### src/logic/pms_pkg.sv
// Purpose: Shared constants and types of the power mode sequencer
// Assumes: 125 MHz system clock, AXI4-Lite register access
// Notes:   Byte offsets on a 32-bit register bus
package pms_pkg;
   localparam int          AXI_ADDR_W       = 8;
   localparam int          AXI_DATA_W       = 32;
   localparam logic [7:0]  PLL_CONTROL_REG_OFS      = 8'h00;
   localparam logic [7:0]  MODE_CMD_OFS     = 8'h04;
   localparam logic [7:0]  WAKE_EN_OFS      = 8'h08;
   localparam logic [7:0]  REG_CTL_OFS      = 8'h0C;
   localparam logic [7:0]  STATUS_OFS       = 8'h10;
   // Control register fields
   localparam int          PLL_BYPASS_BIT   = 0;
   localparam int          PLL_OFF_BIT      = 1;
   localparam int          LEVEL_LSB        = 0;
   localparam int          RTC_EN_BIT       = 8;
   localparam int          USB_EN_BIT       = 9;
   localparam int          ETH_EN_BIT       = 10;
   localparam int          PHY_EN_BIT       = 11;
   localparam int          SDRAM_HOLD_BIT   = 12;
   localparam int          REG_CTL_W        = 13;
   localparam logic [1:0]  LEVEL_OFF        = 2'h0;
   // Reset values
   localparam logic [1:0]  PLL_CONTROL_REG_RST      = 2'h0;
   localparam logic [12:0] REG_CTL_RST      = 13'h0F03;
   // Mode request codes
   localparam logic [2:0]  CMD_FULL_ON      = 3'h1;
   localparam logic [2:0]  CMD_ACTIVE       = 3'h2;
   localparam logic [2:0]  CMD_SLEEP        = 3'h3;
   localparam logic [2:0]  CMD_DEEP_SLEEP   = 3'h4;
   // Status fields
   localparam int          STAT_CORE_BIT    = 4;
   localparam int          STAT_SYS_BIT     = 5;
   localparam int          STAT_PLL_BIT     = 6;
   localparam int          STAT_BYP_BIT     = 7;
   localparam int          STAT_DMA_BIT     = 8;
   localparam logic [1:0]  RESP_OKAY        = 2'h0;
   localparam logic [1:0]  RESP_SLVERR      = 2'h2;
   // Wake reset sequence length
   localparam int          CLK_PERIOD_NS    = 8;
   localparam int          RST_SEQ_NS       = 1000;
   localparam int          RST_SEQ_CYC      = (RST_SEQ_NS + CLK_PERIOD_NS - 1) / CLK_PERIOD_NS;
   localparam int          SEQ_CNT_W        = 8;

   typedef enum logic [2:0] {
      PM_FULL_ON,
      PM_ACTIVE,
      PM_SLEEP,
      PM_DEEP_SLEEP,
      PM_HIBERNATE,
      PM_RESET_SEQ
   } pms_state_type;
endpackage : pms_pkg

### src/logic/pms_sequencer.sv
// Purpose: Operating-mode sequencer with AXI4-Lite registers
// Assumes: One 125 MHz clock, synchronous active-high reset
// Notes:   Gating outputs are registered for glitch-free changes
//
// Implementation choices: the AXI4-Lite slave port and the placing of the registers.
module pms_sequencer
   import pms_pkg::*;
#(
   parameter int WAKE_W = 8
) (
   // Clock and reset
   input  wire logic                             CLOCK_IN,
   input  wire logic                             SYS_RST_IN,
   // AXI4-Lite write
   input  wire logic [pms_pkg::AXI_ADDR_W-1:0]   S_AXI_AWADDR_IN,
   input  wire logic                             S_AXI_AWVALID_IN,
   output logic                                  S_AXI_AWREADY_OUT,
   input  wire logic [pms_pkg::AXI_DATA_W-1:0]   S_AXI_WDATA_IN,
   input  wire logic [3:0]                       S_AXI_WSTRB_IN,
   input  wire logic                             S_AXI_WVALID_IN,
   output logic                                  S_AXI_WREADY_OUT,
   output logic [1:0]                            S_AXI_BRESP_OUT,
   output logic                                  S_AXI_BVALID_OUT,
   input  wire logic                             S_AXI_BREADY_IN,
   // AXI4-Lite read
   input  wire logic [pms_pkg::AXI_ADDR_W-1:0]   S_AXI_ARADDR_IN,
   input  wire logic                             S_AXI_ARVALID_IN,
   output logic                                  S_AXI_ARREADY_OUT,
   output logic [pms_pkg::AXI_DATA_W-1:0]        S_AXI_RDATA_OUT,
   output logic [1:0]                            S_AXI_RRESP_OUT,
   output logic                                  S_AXI_RVALID_OUT,
   input  wire logic                             S_AXI_RREADY_IN,
   // Wake sources
   input  wire logic [WAKE_W-1:0]                WAKE_SRC_IN,
   input  wire logic                             RTC_EVENT_IN,
   input  wire logic                             USB_WAKE_IN,
   input  wire logic                             ETH_WAKE_IN,
   input  wire logic                             PHY_WAKE_PIN_N_IN,
   // Clock, power and pin control
   output logic                                  CORE_CLK_EN_OUT,
   output logic                                  SYS_CLK_EN_OUT,
   output logic                                  PLL_EN_OUT,
   output logic                                  PLL_BYPASS_OUT,
   output logic                                  DMA_L1_EN_OUT,
   output logic                                  ASYNC_BLOCK_OUT,
   output logic                                  CORE_POWER_OUT,
   output logic                                  REG_WAKE_A_OUT,
   output logic                                  REG_WAKE_B_OUT,
   output logic                                  PIN_DRIVE_EN_N_OUT,
   output logic                                  SDRAM_SELF_REFRESH_OUT,
   output logic                                  WAKE_RESET_OUT
);
   if (WAKE_W < 1 || WAKE_W > 16) begin : g_bad_width
      $error("WAKE_W must lie in 1 to 16");
   end

   function automatic logic [31:0] merge_strb(input logic [31:0] old_v,
                                              input logic [31:0] new_v,
                                              input logic [3:0]  strb);
      logic [31:0] res;
      res = old_v;
      for (int i = 0; i < 4; i++) begin
         if (strb[i]) begin
            res[8*i +: 8] = new_v[8*i +: 8];
         end
      end
      return res;
   endfunction : merge_strb

   function automatic logic is_mapped(input logic [AXI_ADDR_W-1:0] a);
      return (a == PLL_CONTROL_REG_OFS) || (a == MODE_CMD_OFS) || (a == WAKE_EN_OFS)
          || (a == REG_CTL_OFS) || (a == STATUS_OFS);
   endfunction : is_mapped

   // Synchronised pins
   logic [WAKE_W+3:0] sync_q;
   logic [WAKE_W-1:0] wake_s;
   logic              rtc_s;
   logic              usb_s;
   logic              eth_s;
   logic              phy_n_s;

   pms_sync2 #(.W(WAKE_W + 4)) u_sync (
      .clk_in (CLOCK_IN),
      .rst_in (SYS_RST_IN),
      .d_in   ({WAKE_SRC_IN, RTC_EVENT_IN, USB_WAKE_IN, ETH_WAKE_IN, ~PHY_WAKE_PIN_N_IN}),
      .q_out  (sync_q)
   );
   assign wake_s  = sync_q[WAKE_W+3:4];
   assign rtc_s   = sync_q[3];
   assign usb_s   = sync_q[2];
   assign eth_s   = sync_q[1];
   assign phy_n_s = sync_q[0];

   // Bus state
   logic                  aw_full, next_aw_full;
   logic [AXI_ADDR_W-1:0] aw_addr, next_aw_addr;
   logic                  w_full, next_w_full;
   logic [31:0]           w_data, next_w_data;
   logic [3:0]            w_strb, next_w_strb;
   logic                  bvalid, next_bvalid;
   logic [1:0]            bresp, next_bresp;
   logic                  rvalid, next_rvalid;
   logic [31:0]           rdata, next_rdata;
   logic [1:0]            rresp, next_rresp;
   logic                  wr_fire;
   logic [31:0]           status_word;

   // Register and sequencing state
   logic [1:0]            pll_control_reg, next_pll_control_reg;
   logic [WAKE_W-1:0]     wake_en, next_wake_en;
   logic [REG_CTL_W-1:0]  reg_ctl, next_reg_ctl;
   pms_state_type         state, next_state;
   logic [SEQ_CNT_W-1:0]  seq_cnt, next_seq_cnt;
   logic                  mode_req;
   logic [2:0]            mode_code;
   logic                  hib_req;
   logic                  sleep_wake;
   logic                  hib_wake;
   logic [31:0]           wr_merged;

   assign S_AXI_AWREADY_OUT = !aw_full && !bvalid;
   assign S_AXI_WREADY_OUT  = !w_full && !bvalid;
   assign S_AXI_ARREADY_OUT = !rvalid;
   assign S_AXI_BVALID_OUT  = bvalid;
   assign S_AXI_BRESP_OUT   = bresp;
   assign S_AXI_RVALID_OUT  = rvalid;
   assign S_AXI_RDATA_OUT   = rdata;
   assign S_AXI_RRESP_OUT   = rresp;
   assign wr_fire           = aw_full && w_full && !bvalid;

   always_comb begin
      status_word                = '0;
      status_word[2:0]           = state;
      status_word[STAT_CORE_BIT] = CORE_CLK_EN_OUT;
      status_word[STAT_SYS_BIT]  = SYS_CLK_EN_OUT;
      status_word[STAT_PLL_BIT]  = PLL_EN_OUT;
      status_word[STAT_BYP_BIT]  = PLL_BYPASS_OUT;
      status_word[STAT_DMA_BIT]  = DMA_L1_EN_OUT;
   end

   // Bus channels
   always_comb begin
      next_aw_full = aw_full;
      next_aw_addr = aw_addr;
      next_w_full  = w_full;
      next_w_data  = w_data;
      next_w_strb  = w_strb;
      next_bvalid  = bvalid;
      next_bresp   = bresp;
      next_rvalid  = rvalid;
      next_rdata   = rdata;
      next_rresp   = rresp;
      if (S_AXI_AWVALID_IN && S_AXI_AWREADY_OUT) begin
         next_aw_full = 1'b1;
         next_aw_addr = S_AXI_AWADDR_IN;
      end
      if (S_AXI_WVALID_IN && S_AXI_WREADY_OUT) begin
         next_w_full = 1'b1;
         next_w_data = S_AXI_WDATA_IN;
         next_w_strb = S_AXI_WSTRB_IN;
      end
      if (wr_fire) begin
         next_aw_full = 1'b0;
         next_w_full  = 1'b0;
         next_bvalid  = 1'b1;
         next_bresp   = is_mapped(aw_addr) ? RESP_OKAY : RESP_SLVERR;
      end else if (bvalid && S_AXI_BREADY_IN) begin
         next_bvalid = 1'b0;
      end
      if (S_AXI_ARVALID_IN && S_AXI_ARREADY_OUT) begin
         next_rvalid = 1'b1;
         next_rresp  = RESP_OKAY;
         if (S_AXI_ARADDR_IN == PLL_CONTROL_REG_OFS) begin
            next_rdata = {30'h0, pll_control_reg};
         end else if (S_AXI_ARADDR_IN == MODE_CMD_OFS) begin
            next_rdata = '0;
         end else if (S_AXI_ARADDR_IN == WAKE_EN_OFS) begin
            next_rdata = 32'(wake_en);
         end else if (S_AXI_ARADDR_IN == REG_CTL_OFS) begin
            next_rdata = 32'(reg_ctl);
         end else if (S_AXI_ARADDR_IN == STATUS_OFS) begin
            next_rdata = status_word;
         end else begin
            next_rdata = '0;
            next_rresp = RESP_SLVERR;
         end
      end else if (rvalid && S_AXI_RREADY_IN) begin
         next_rvalid = 1'b0;
      end
   end

   always_ff @(posedge CLOCK_IN) begin
      if (SYS_RST_IN) begin
         aw_full <= 1'b0;
         aw_addr <= '0;
         w_full  <= 1'b0;
         w_data  <= '0;
         w_strb  <= '0;
         bvalid  <= 1'b0;
         bresp   <= RESP_OKAY;
         rvalid  <= 1'b0;
         rdata   <= '0;
         rresp   <= RESP_OKAY;
      end else begin
         aw_full <= next_aw_full;
         aw_addr <= next_aw_addr;
         w_full  <= next_w_full;
         w_data  <= next_w_data;
         w_strb  <= next_w_strb;
         bvalid  <= next_bvalid;
         bresp   <= next_bresp;
         rvalid  <= next_rvalid;
         rdata   <= next_rdata;
         rresp   <= next_rresp;
      end
   end

   // Registers and write side effects
   always_comb begin
      next_pll_control_reg = pll_control_reg;
      next_wake_en = wake_en;
      next_reg_ctl = reg_ctl;
      mode_req     = 1'b0;
      mode_code    = 3'h0;
      hib_req      = 1'b0;
      wr_merged    = '0;
      if (wr_fire) begin
         if (aw_addr == PLL_CONTROL_REG_OFS) begin
            wr_merged    = merge_strb({30'h0, pll_control_reg}, w_data, w_strb);
            next_pll_control_reg = wr_merged[1:0];
         end else if (aw_addr == MODE_CMD_OFS) begin
            mode_req  = w_strb[0];
            mode_code = w_data[2:0];
         end else if (aw_addr == WAKE_EN_OFS) begin
            wr_merged    = merge_strb(32'(wake_en), w_data, w_strb);
            next_wake_en = wr_merged[WAKE_W-1:0];
         end else if (aw_addr == REG_CTL_OFS) begin
            wr_merged    = merge_strb(32'(reg_ctl), w_data, w_strb);
            next_reg_ctl = wr_merged[REG_CTL_W-1:0];
            hib_req      = w_strb[0] && (wr_merged[LEVEL_LSB +: 2] == LEVEL_OFF);
         end
      end
      if (state == PM_HIBERNATE && hib_wake) begin
         next_pll_control_reg = PLL_CONTROL_REG_RST;
         next_wake_en = '0;
      end
   end

   always_ff @(posedge CLOCK_IN) begin
      if (SYS_RST_IN) begin
         pll_control_reg <= PLL_CONTROL_REG_RST;
         wake_en <= '0;
         reg_ctl <= REG_CTL_RST;
      end else begin
         pll_control_reg <= next_pll_control_reg;
         wake_en <= next_wake_en;
         reg_ctl <= next_reg_ctl;
      end
   end

   // Operating state
   assign sleep_wake = |(wake_s & wake_en);
   assign hib_wake   = (rtc_s && reg_ctl[RTC_EN_BIT]) || (usb_s && reg_ctl[USB_EN_BIT])
                    || (eth_s && reg_ctl[ETH_EN_BIT])
                    || (phy_n_s && reg_ctl[PHY_EN_BIT]);

   always_comb begin
      next_state   = state;
      next_seq_cnt = seq_cnt;
      case (state)
         PM_FULL_ON, PM_ACTIVE: begin
            if (hib_req) begin
               next_state = PM_HIBERNATE;
            end else if (mode_req) begin
               if (mode_code == CMD_FULL_ON) begin
                  next_state = PM_FULL_ON;
               end else if (mode_code == CMD_ACTIVE) begin
                  next_state = PM_ACTIVE;
               end else if (mode_code == CMD_SLEEP) begin
                  next_state = PM_SLEEP;
               end else if (mode_code == CMD_DEEP_SLEEP) begin
                  next_state = PM_DEEP_SLEEP;
               end
            end
         end
         PM_SLEEP: begin
            if (sleep_wake) begin
               next_state = pll_control_reg[PLL_BYPASS_BIT] ? PM_ACTIVE : PM_FULL_ON;
            end
         end
         PM_DEEP_SLEEP: begin
            if (rtc_s) begin
               next_state = PM_ACTIVE;
            end
         end
         PM_HIBERNATE: begin
            if (hib_wake) begin
               next_state   = PM_RESET_SEQ;
               next_seq_cnt = SEQ_CNT_W'(RST_SEQ_CYC - 1);
            end
         end
         PM_RESET_SEQ: begin
            if (seq_cnt == '0) begin
               next_state = PM_FULL_ON;
            end else begin
               next_seq_cnt = seq_cnt - 1'b1;
            end
         end
         default: next_state = PM_FULL_ON;
      endcase
   end

   always_ff @(posedge CLOCK_IN) begin
      if (SYS_RST_IN) begin
         state   <= PM_FULL_ON;
         seq_cnt <= '0;
      end else begin
         state   <= next_state;
         seq_cnt <= next_seq_cnt;
      end
   end

   // Registered gating outputs
   always_ff @(posedge CLOCK_IN) begin
      if (SYS_RST_IN) begin
         CORE_CLK_EN_OUT        <= 1'b1;
         SYS_CLK_EN_OUT         <= 1'b1;
         PLL_EN_OUT             <= 1'b1;
         PLL_BYPASS_OUT         <= 1'b0;
         DMA_L1_EN_OUT          <= 1'b1;
         ASYNC_BLOCK_OUT        <= 1'b0;
         CORE_POWER_OUT         <= 1'b1;
         REG_WAKE_A_OUT         <= 1'b1;
         REG_WAKE_B_OUT         <= 1'b1;
         PIN_DRIVE_EN_N_OUT     <= 1'b0;
         SDRAM_SELF_REFRESH_OUT <= 1'b0;
         WAKE_RESET_OUT         <= 1'b0;
      end else begin
         CORE_CLK_EN_OUT        <= state == PM_FULL_ON || state == PM_ACTIVE;
         SYS_CLK_EN_OUT         <= state == PM_FULL_ON || state == PM_ACTIVE
                                || state == PM_SLEEP;
         PLL_EN_OUT             <= state == PM_FULL_ON || state == PM_SLEEP
                                || (state == PM_ACTIVE && !pll_control_reg[PLL_OFF_BIT]);
         PLL_BYPASS_OUT         <= state == PM_ACTIVE;
         DMA_L1_EN_OUT          <= state == PM_FULL_ON || state == PM_ACTIVE;
         ASYNC_BLOCK_OUT        <= state == PM_DEEP_SLEEP || state == PM_HIBERNATE;
         CORE_POWER_OUT         <= state != PM_HIBERNATE;
         REG_WAKE_A_OUT         <= state != PM_HIBERNATE;
         REG_WAKE_B_OUT         <= state != PM_HIBERNATE;
         PIN_DRIVE_EN_N_OUT     <= state == PM_HIBERNATE;
         SDRAM_SELF_REFRESH_OUT <= reg_ctl[SDRAM_HOLD_BIT]
                                && (state == PM_HIBERNATE || state == PM_RESET_SEQ);
         WAKE_RESET_OUT         <= state == PM_RESET_SEQ;
      end
   end

   // Checks
   a_reset_full_on: assert property (@(posedge CLOCK_IN)
      $fell(SYS_RST_IN) |-> state == PM_FULL_ON && CORE_CLK_EN_OUT)
      else $error("not full-on after reset");
   a_full_on_pll: assert property (@(posedge CLOCK_IN) disable iff (SYS_RST_IN)
      state == PM_FULL_ON |=> PLL_EN_OUT && !PLL_BYPASS_OUT && CORE_CLK_EN_OUT)
      else $error("full-on clocking wrong");
   a_active_bypass: assert property (@(posedge CLOCK_IN) disable iff (SYS_RST_IN)
      state == PM_ACTIVE && !pll_control_reg[PLL_OFF_BIT] |=> PLL_EN_OUT && PLL_BYPASS_OUT
         && CORE_CLK_EN_OUT && SYS_CLK_EN_OUT)
      else $error("active clocking wrong");
   a_active_dma: assert property (@(posedge CLOCK_IN) disable iff (SYS_RST_IN)
      state == PM_ACTIVE |=> DMA_L1_EN_OUT)
      else $error("DMA blocked in active");
   a_sleep_clocks: assert property (@(posedge CLOCK_IN) disable iff (SYS_RST_IN)
      state == PM_SLEEP |=> !CORE_CLK_EN_OUT && SYS_CLK_EN_OUT && PLL_EN_OUT)
      else $error("sleep clocking wrong");
   a_sleep_dma: assert property (@(posedge CLOCK_IN) disable iff (SYS_RST_IN)
      state == PM_SLEEP |=> !DMA_L1_EN_OUT)
      else $error("DMA allowed in sleep");
   a_sleep_wake: assert property (@(posedge CLOCK_IN) disable iff (SYS_RST_IN)
      state == PM_SLEEP && sleep_wake |=>
         state == ($past(pll_control_reg[PLL_BYPASS_BIT]) ? PM_ACTIVE : PM_FULL_ON))
      else $error("sleep wake target wrong");
   a_deep_exit: assert property (@(posedge CLOCK_IN) disable iff (SYS_RST_IN)
      state == PM_DEEP_SLEEP |=> state == ($past(rtc_s) ? PM_ACTIVE : PM_DEEP_SLEEP))
      else $error("deep sleep exit wrong");
   a_deep_clocks: assert property (@(posedge CLOCK_IN) disable iff (SYS_RST_IN)
      state == PM_DEEP_SLEEP |=> !SYS_CLK_EN_OUT && !CORE_CLK_EN_OUT && ASYNC_BLOCK_OUT)
      else $error("deep sleep clocks running");
   a_hib_entry: assert property (@(posedge CLOCK_IN) disable iff (SYS_RST_IN)
      hib_req && (state == PM_FULL_ON || state == PM_ACTIVE) |=> state == PM_HIBERNATE
         ##1 !REG_WAKE_A_OUT && !REG_WAKE_B_OUT && !CORE_POWER_OUT && PIN_DRIVE_EN_N_OUT)
      else $error("hibernate entry wrong");
   a_reset_seq_len: assert property (@(posedge CLOCK_IN) disable iff (SYS_RST_IN)
      $rose(state == PM_RESET_SEQ) |-> ##125 state == PM_FULL_ON)
      else $error("reset sequence length wrong");
   a_regctl_keep: assert property (@(posedge CLOCK_IN) disable iff (SYS_RST_IN)
      state == PM_HIBERNATE && !wr_fire |=> $stable(reg_ctl))
      else $error("regulator register lost");
   a_sdram_hold: assert property (@(posedge CLOCK_IN) disable iff (SYS_RST_IN)
      state == PM_HIBERNATE && reg_ctl[SDRAM_HOLD_BIT] |=> SDRAM_SELF_REFRESH_OUT)
      else $error("SDRAM hold missing");
endmodule : pms_sequencer

### src/logic/pms_sync2.sv
// Purpose: Two-stage synchroniser for asynchronous pins
// Assumes: Synchronous active-high reset
// Notes:   First stage feeds only the second stage
module pms_sync2 #(
   parameter int W = 1
) (
   input  wire logic         clk_in,
   input  wire logic         rst_in,
   input  wire logic [W-1:0] d_in,
   output logic      [W-1:0] q_out
);
   logic [W-1:0] meta;

   always_ff @(posedge clk_in) begin
      if (rst_in) begin
         meta  <= '0;
         q_out <= '0;
      end else begin
         meta  <= d_in;
         q_out <= meta;
      end
   end
endmodule : pms_sync2

### config.mk
export PLATFORM = sky130hd
export DESIGN_NAME = pms_sequencer
export DESIGN_NICKNAME = d
export VERILOG_FILES = /design/src/logic/pms_pkg.sv /design/src/logic/pms_sequencer.sv /design/src/logic/pms_sync2.sv
export SDC_FILE = /design/constraint.sdc
export NUM_CORES = 1
export LEC_CHECK = 0
export BUFFER_PORTS_ARGS = -buffer_cell sky130_fd_sc_hd__buf_2
export CORE_MARGIN = 5
export CORE_UTILIZATION = 49
export CTS_BUF_LIST = sky130_fd_sc_hd__clkbuf_4
export DETAILED_ROUTE_END_ITERATION = 6
export PLACE_DENSITY = 0.78
export SYNTH_ARGS = -nofsm -noshare
export SYNTH_HDL_FRONTEND = slang
export SYNTH_SLANG_ARGS = --single-unit
### constraint.sdc
create_clock -name CLOCK_IN -period 2 [get_ports CLOCK_IN]
set_clock_uncertainty 0.15 [all_clocks]
set_input_delay 0.3 -clock CLOCK_IN [delete_from_list [all_inputs] [get_ports CLOCK_IN]]
set_output_delay 0.3 -clock CLOCK_IN [all_outputs]
set_load 0.01 [all_outputs]
==> flow_summary.toml <==
[worst_setup_path]
crit_fanout = 5
end_kind = "flip-flop"
cp.arrival_ns = 2.37
path_class = "flip-flop to flip-flop"
cp-start-kind = "flip-flop"
cp-startpoint = "aw_addr[1]"
r2r-start = "aw_addr[1]"
critPathRequiredTime_ns = 2.22

[synth]
syn_inst = 494
yosys_warnings = 0
syn_avg_cell_area_um2 = 9.052
yosysTopAreaCellShare_pct = 48.80
ys_top_cells_by_area = "dfxtp_1 (49%), nand2_1 (7.6%), a21oi_1 (5.1%)"
synth-seq-cells = 109
synth_area_leader_cell = "dfxtp_1"
syn_area_mm2 = 0.004472
synth_edf_count = 0
synth_cell_types = 55
synth_flop_cell = "dfxtp_1"
ys_seq_area_share_pct = 48.80
synth_async_sr_flop_share_pct = 0

[global_route]
grt_pass1_vias = 3680
grt_max_degree = 30
grt_pass1_wl_um = 17540
antenna_found_initial = 0
grt_overflow = 0
grtUsageTotal_pct = 19.30

[route]
drt_first_pass_iters = 5
ant_nets = 0
via_per_inst = 5.277
drt-total-wl_um = 10570
drcViolationCount = 0
wl_per_cell_um = 14.66
vias = 3805
drt-initial-drc-count = 226

[sta]
drv_slew = 0
finalCritPeriodShare_pct = 107.6
holdWs_ns = 0.1474
worst_pin_slew_ns = 0.5479
setup_tns_ns = -2.476
setup_ws_ns = -0.1515
finalSetupViolCount = 26
rsz0062_at_grt = "yes"
fmax_mhz = 464.8
slew_headroom_pct = 63.47
final-hold-violation-count = 0
finalCriticalPeriod_ns = 2.151

[worst_hold_path]
hp-start = "SYS_RST_IN"
hp-class = "input port to flip-flop"

[pwr]
p_leak_nw = 2.290
power_mw = 3.903
powerDensity_mw_per_mm2 = 716.8
peakVddDrop_mv = 0.3625

[placed_design]
gp_congestion = 0.8743
dp_hpwl_um = 7384
placed_cell_area_mm2 = 0.004863
io_buffers = 81

[layout]
final_cell_area_mm2 = 0.005445
drive_gt1_share_pct = 21.37
fillers = 748
diodes = 0
area_delta_synth_final_pct = 21.77
layout.nets = 681
utilization_pct = 61.84

[cts]
cts_buffers = 9
clock-sinks = 109
cts.clk_slew.worst_paths_ns = 0.17
cts_tree = "done"
worstSkewPairLatency_ns = 0.46
htree_levels = 3
root_buffer = "clkbuf_4"
clockBufferDepth = 2

[die]
dieArea_mm2 = 0.01114
std_cell_rows = 34
die_width_um = 105.5
start_util_pct = 50.78
num_io_pins = 124
coreArea_mm2 = 0.008806
die_y_um = 105.5

[outcome]
status = "finished with violations"
violations = "setup timing"

[flow_run]
maxCapViolations = 0
cell type report:
class	count	area [um^2]	share of cell area, %
inverter	5	18.77	0.3447
tap	108	135.1	2.482
clock buffer	9	67.56	1.241
timing repair buffer	134	909.6	16.70
sequential	109	2182	40.07
multi-input combinational	349	2052	37.68
clock inverter	7	80.08	1.471
cell usage after synthesis (all sizes together), types with 2 or more instances:
| cell | number |
|---|---|
| a21oi | 46 |
| a22oi | 11 |
| a2bb2oi | 2 |
| a31oi | 2 |
| a32oi | 2 |
| and2 | 3 |
| and3 | 3 |
| and4 | 3 |
| buf | 33 |
| clkbuf | 18 |
| dfxtp | 109 |
| ha | 2 |
| inv | 5 |
| mux2 | 6 |
| mux2i | 18 |
| nand2 | 90 |
| nand2b | 3 |
| nand3 | 10 |
| nand3b | 5 |
| nand4 | 8 |
| nor2 | 33 |
| nor2b | 26 |
| nor3 | 3 |
| nor3b | 3 |
| nor4 | 5 |
| nor4b | 2 |
| o211ai | 2 |
| o21a | 3 |
| o21ai | 9 |
| o22ai | 3 |
| or3 | 2 |
| or4 | 2 |
| xnor2 | 2 |
| xor2 | 7 |
path summary, 6_finish.rpt:
kind	end	depth (start not counted)	slack [ns]
hold / removal	S_AXI_RRESP_OUT[1]	2	0.15
setup / recovery	state[1]	6	-0.15
hold reg to reg	u_sync.q_out[10]	1	0.30
setup reg to reg	state[1]	6	-0.15
cells in the final DEF (no fill, tap or decap), drive strengths merged, types with 3 or more instances in the layout:
cell type	instances
nor3	3
nand3b	5
nor2b	26
o21ai	9
inv	8
nand4	8
nand2	90
dlygate4sd3	38
nor4	5
and4	3
nor3b	3
a22oi	11
and3	3
dfxtp	109
nand3	10
buf	96
mux2	6
mux2i	18
and2	3
conb	21
nor2	33
o21a	3
nand2b	3
xor2	7
clkbuf	9
a21oi	46
o22ai	3
critical path: stages, from the launching register on:
cell and delay, ns:
dfxtp_1 0.35, or4_4 0.56, nor4_4 0.24, buf_4 0.20, a41o_2 0.20, o211ai_1 0.13, a31o_1 0.25
routing by layer:
metal,share of wire (%),wire (um),global-route usage [%]
met1,42,4480,23.91
met2,48,5119,32.38
met3,6.9,732,4.523
met4,2.3,238,7.956
met5,0,0,0
through the flow:
step | std cells | worst slack (ns)
2_1_floorplan | 514 | 0.04038
3_3_place_gp | 665 | -0.04566
3_5_place_dp | 665 | -0.1207
4_1_cts | 720 | -0.1469
5_1_grt | 721 | -0.2348
6_report | 721 | -0.1515
what timing repair did:
action,in CTS,in global routing
buffers inserted,1,1
hold buffers,38,0
gates cloned,0,0
endpoints found under the hold margin,37,0
setup endpoints to repair,23,33
resized for setup,7,2
pin swaps,1,2
report_power, final:
group,switching [mW],total [mW],internal (mW),leakage (nW)
clock,0.733,1.13,0.400,0.0788
combinational,0.246,0.448,0.202,1.32
sequential,0.0739,2.32,2.25,0.888
total,1.05,3.90,2.85,2.29
logic make-up after synthesis:
| kind of cell | share of synthesized area [%] |
|---|---|
| compound gates | 11.75 |
| xor+xnor | 1.763 |
| fa+ha+maj | 0.5595 |
| buf+inv | 7.750 |
| flops | 48.80 |
| mux | 5.540 |
| other cells | 0.08386 |
| simple gates | 23.76 |
Power figures use the tool's default switching activity.
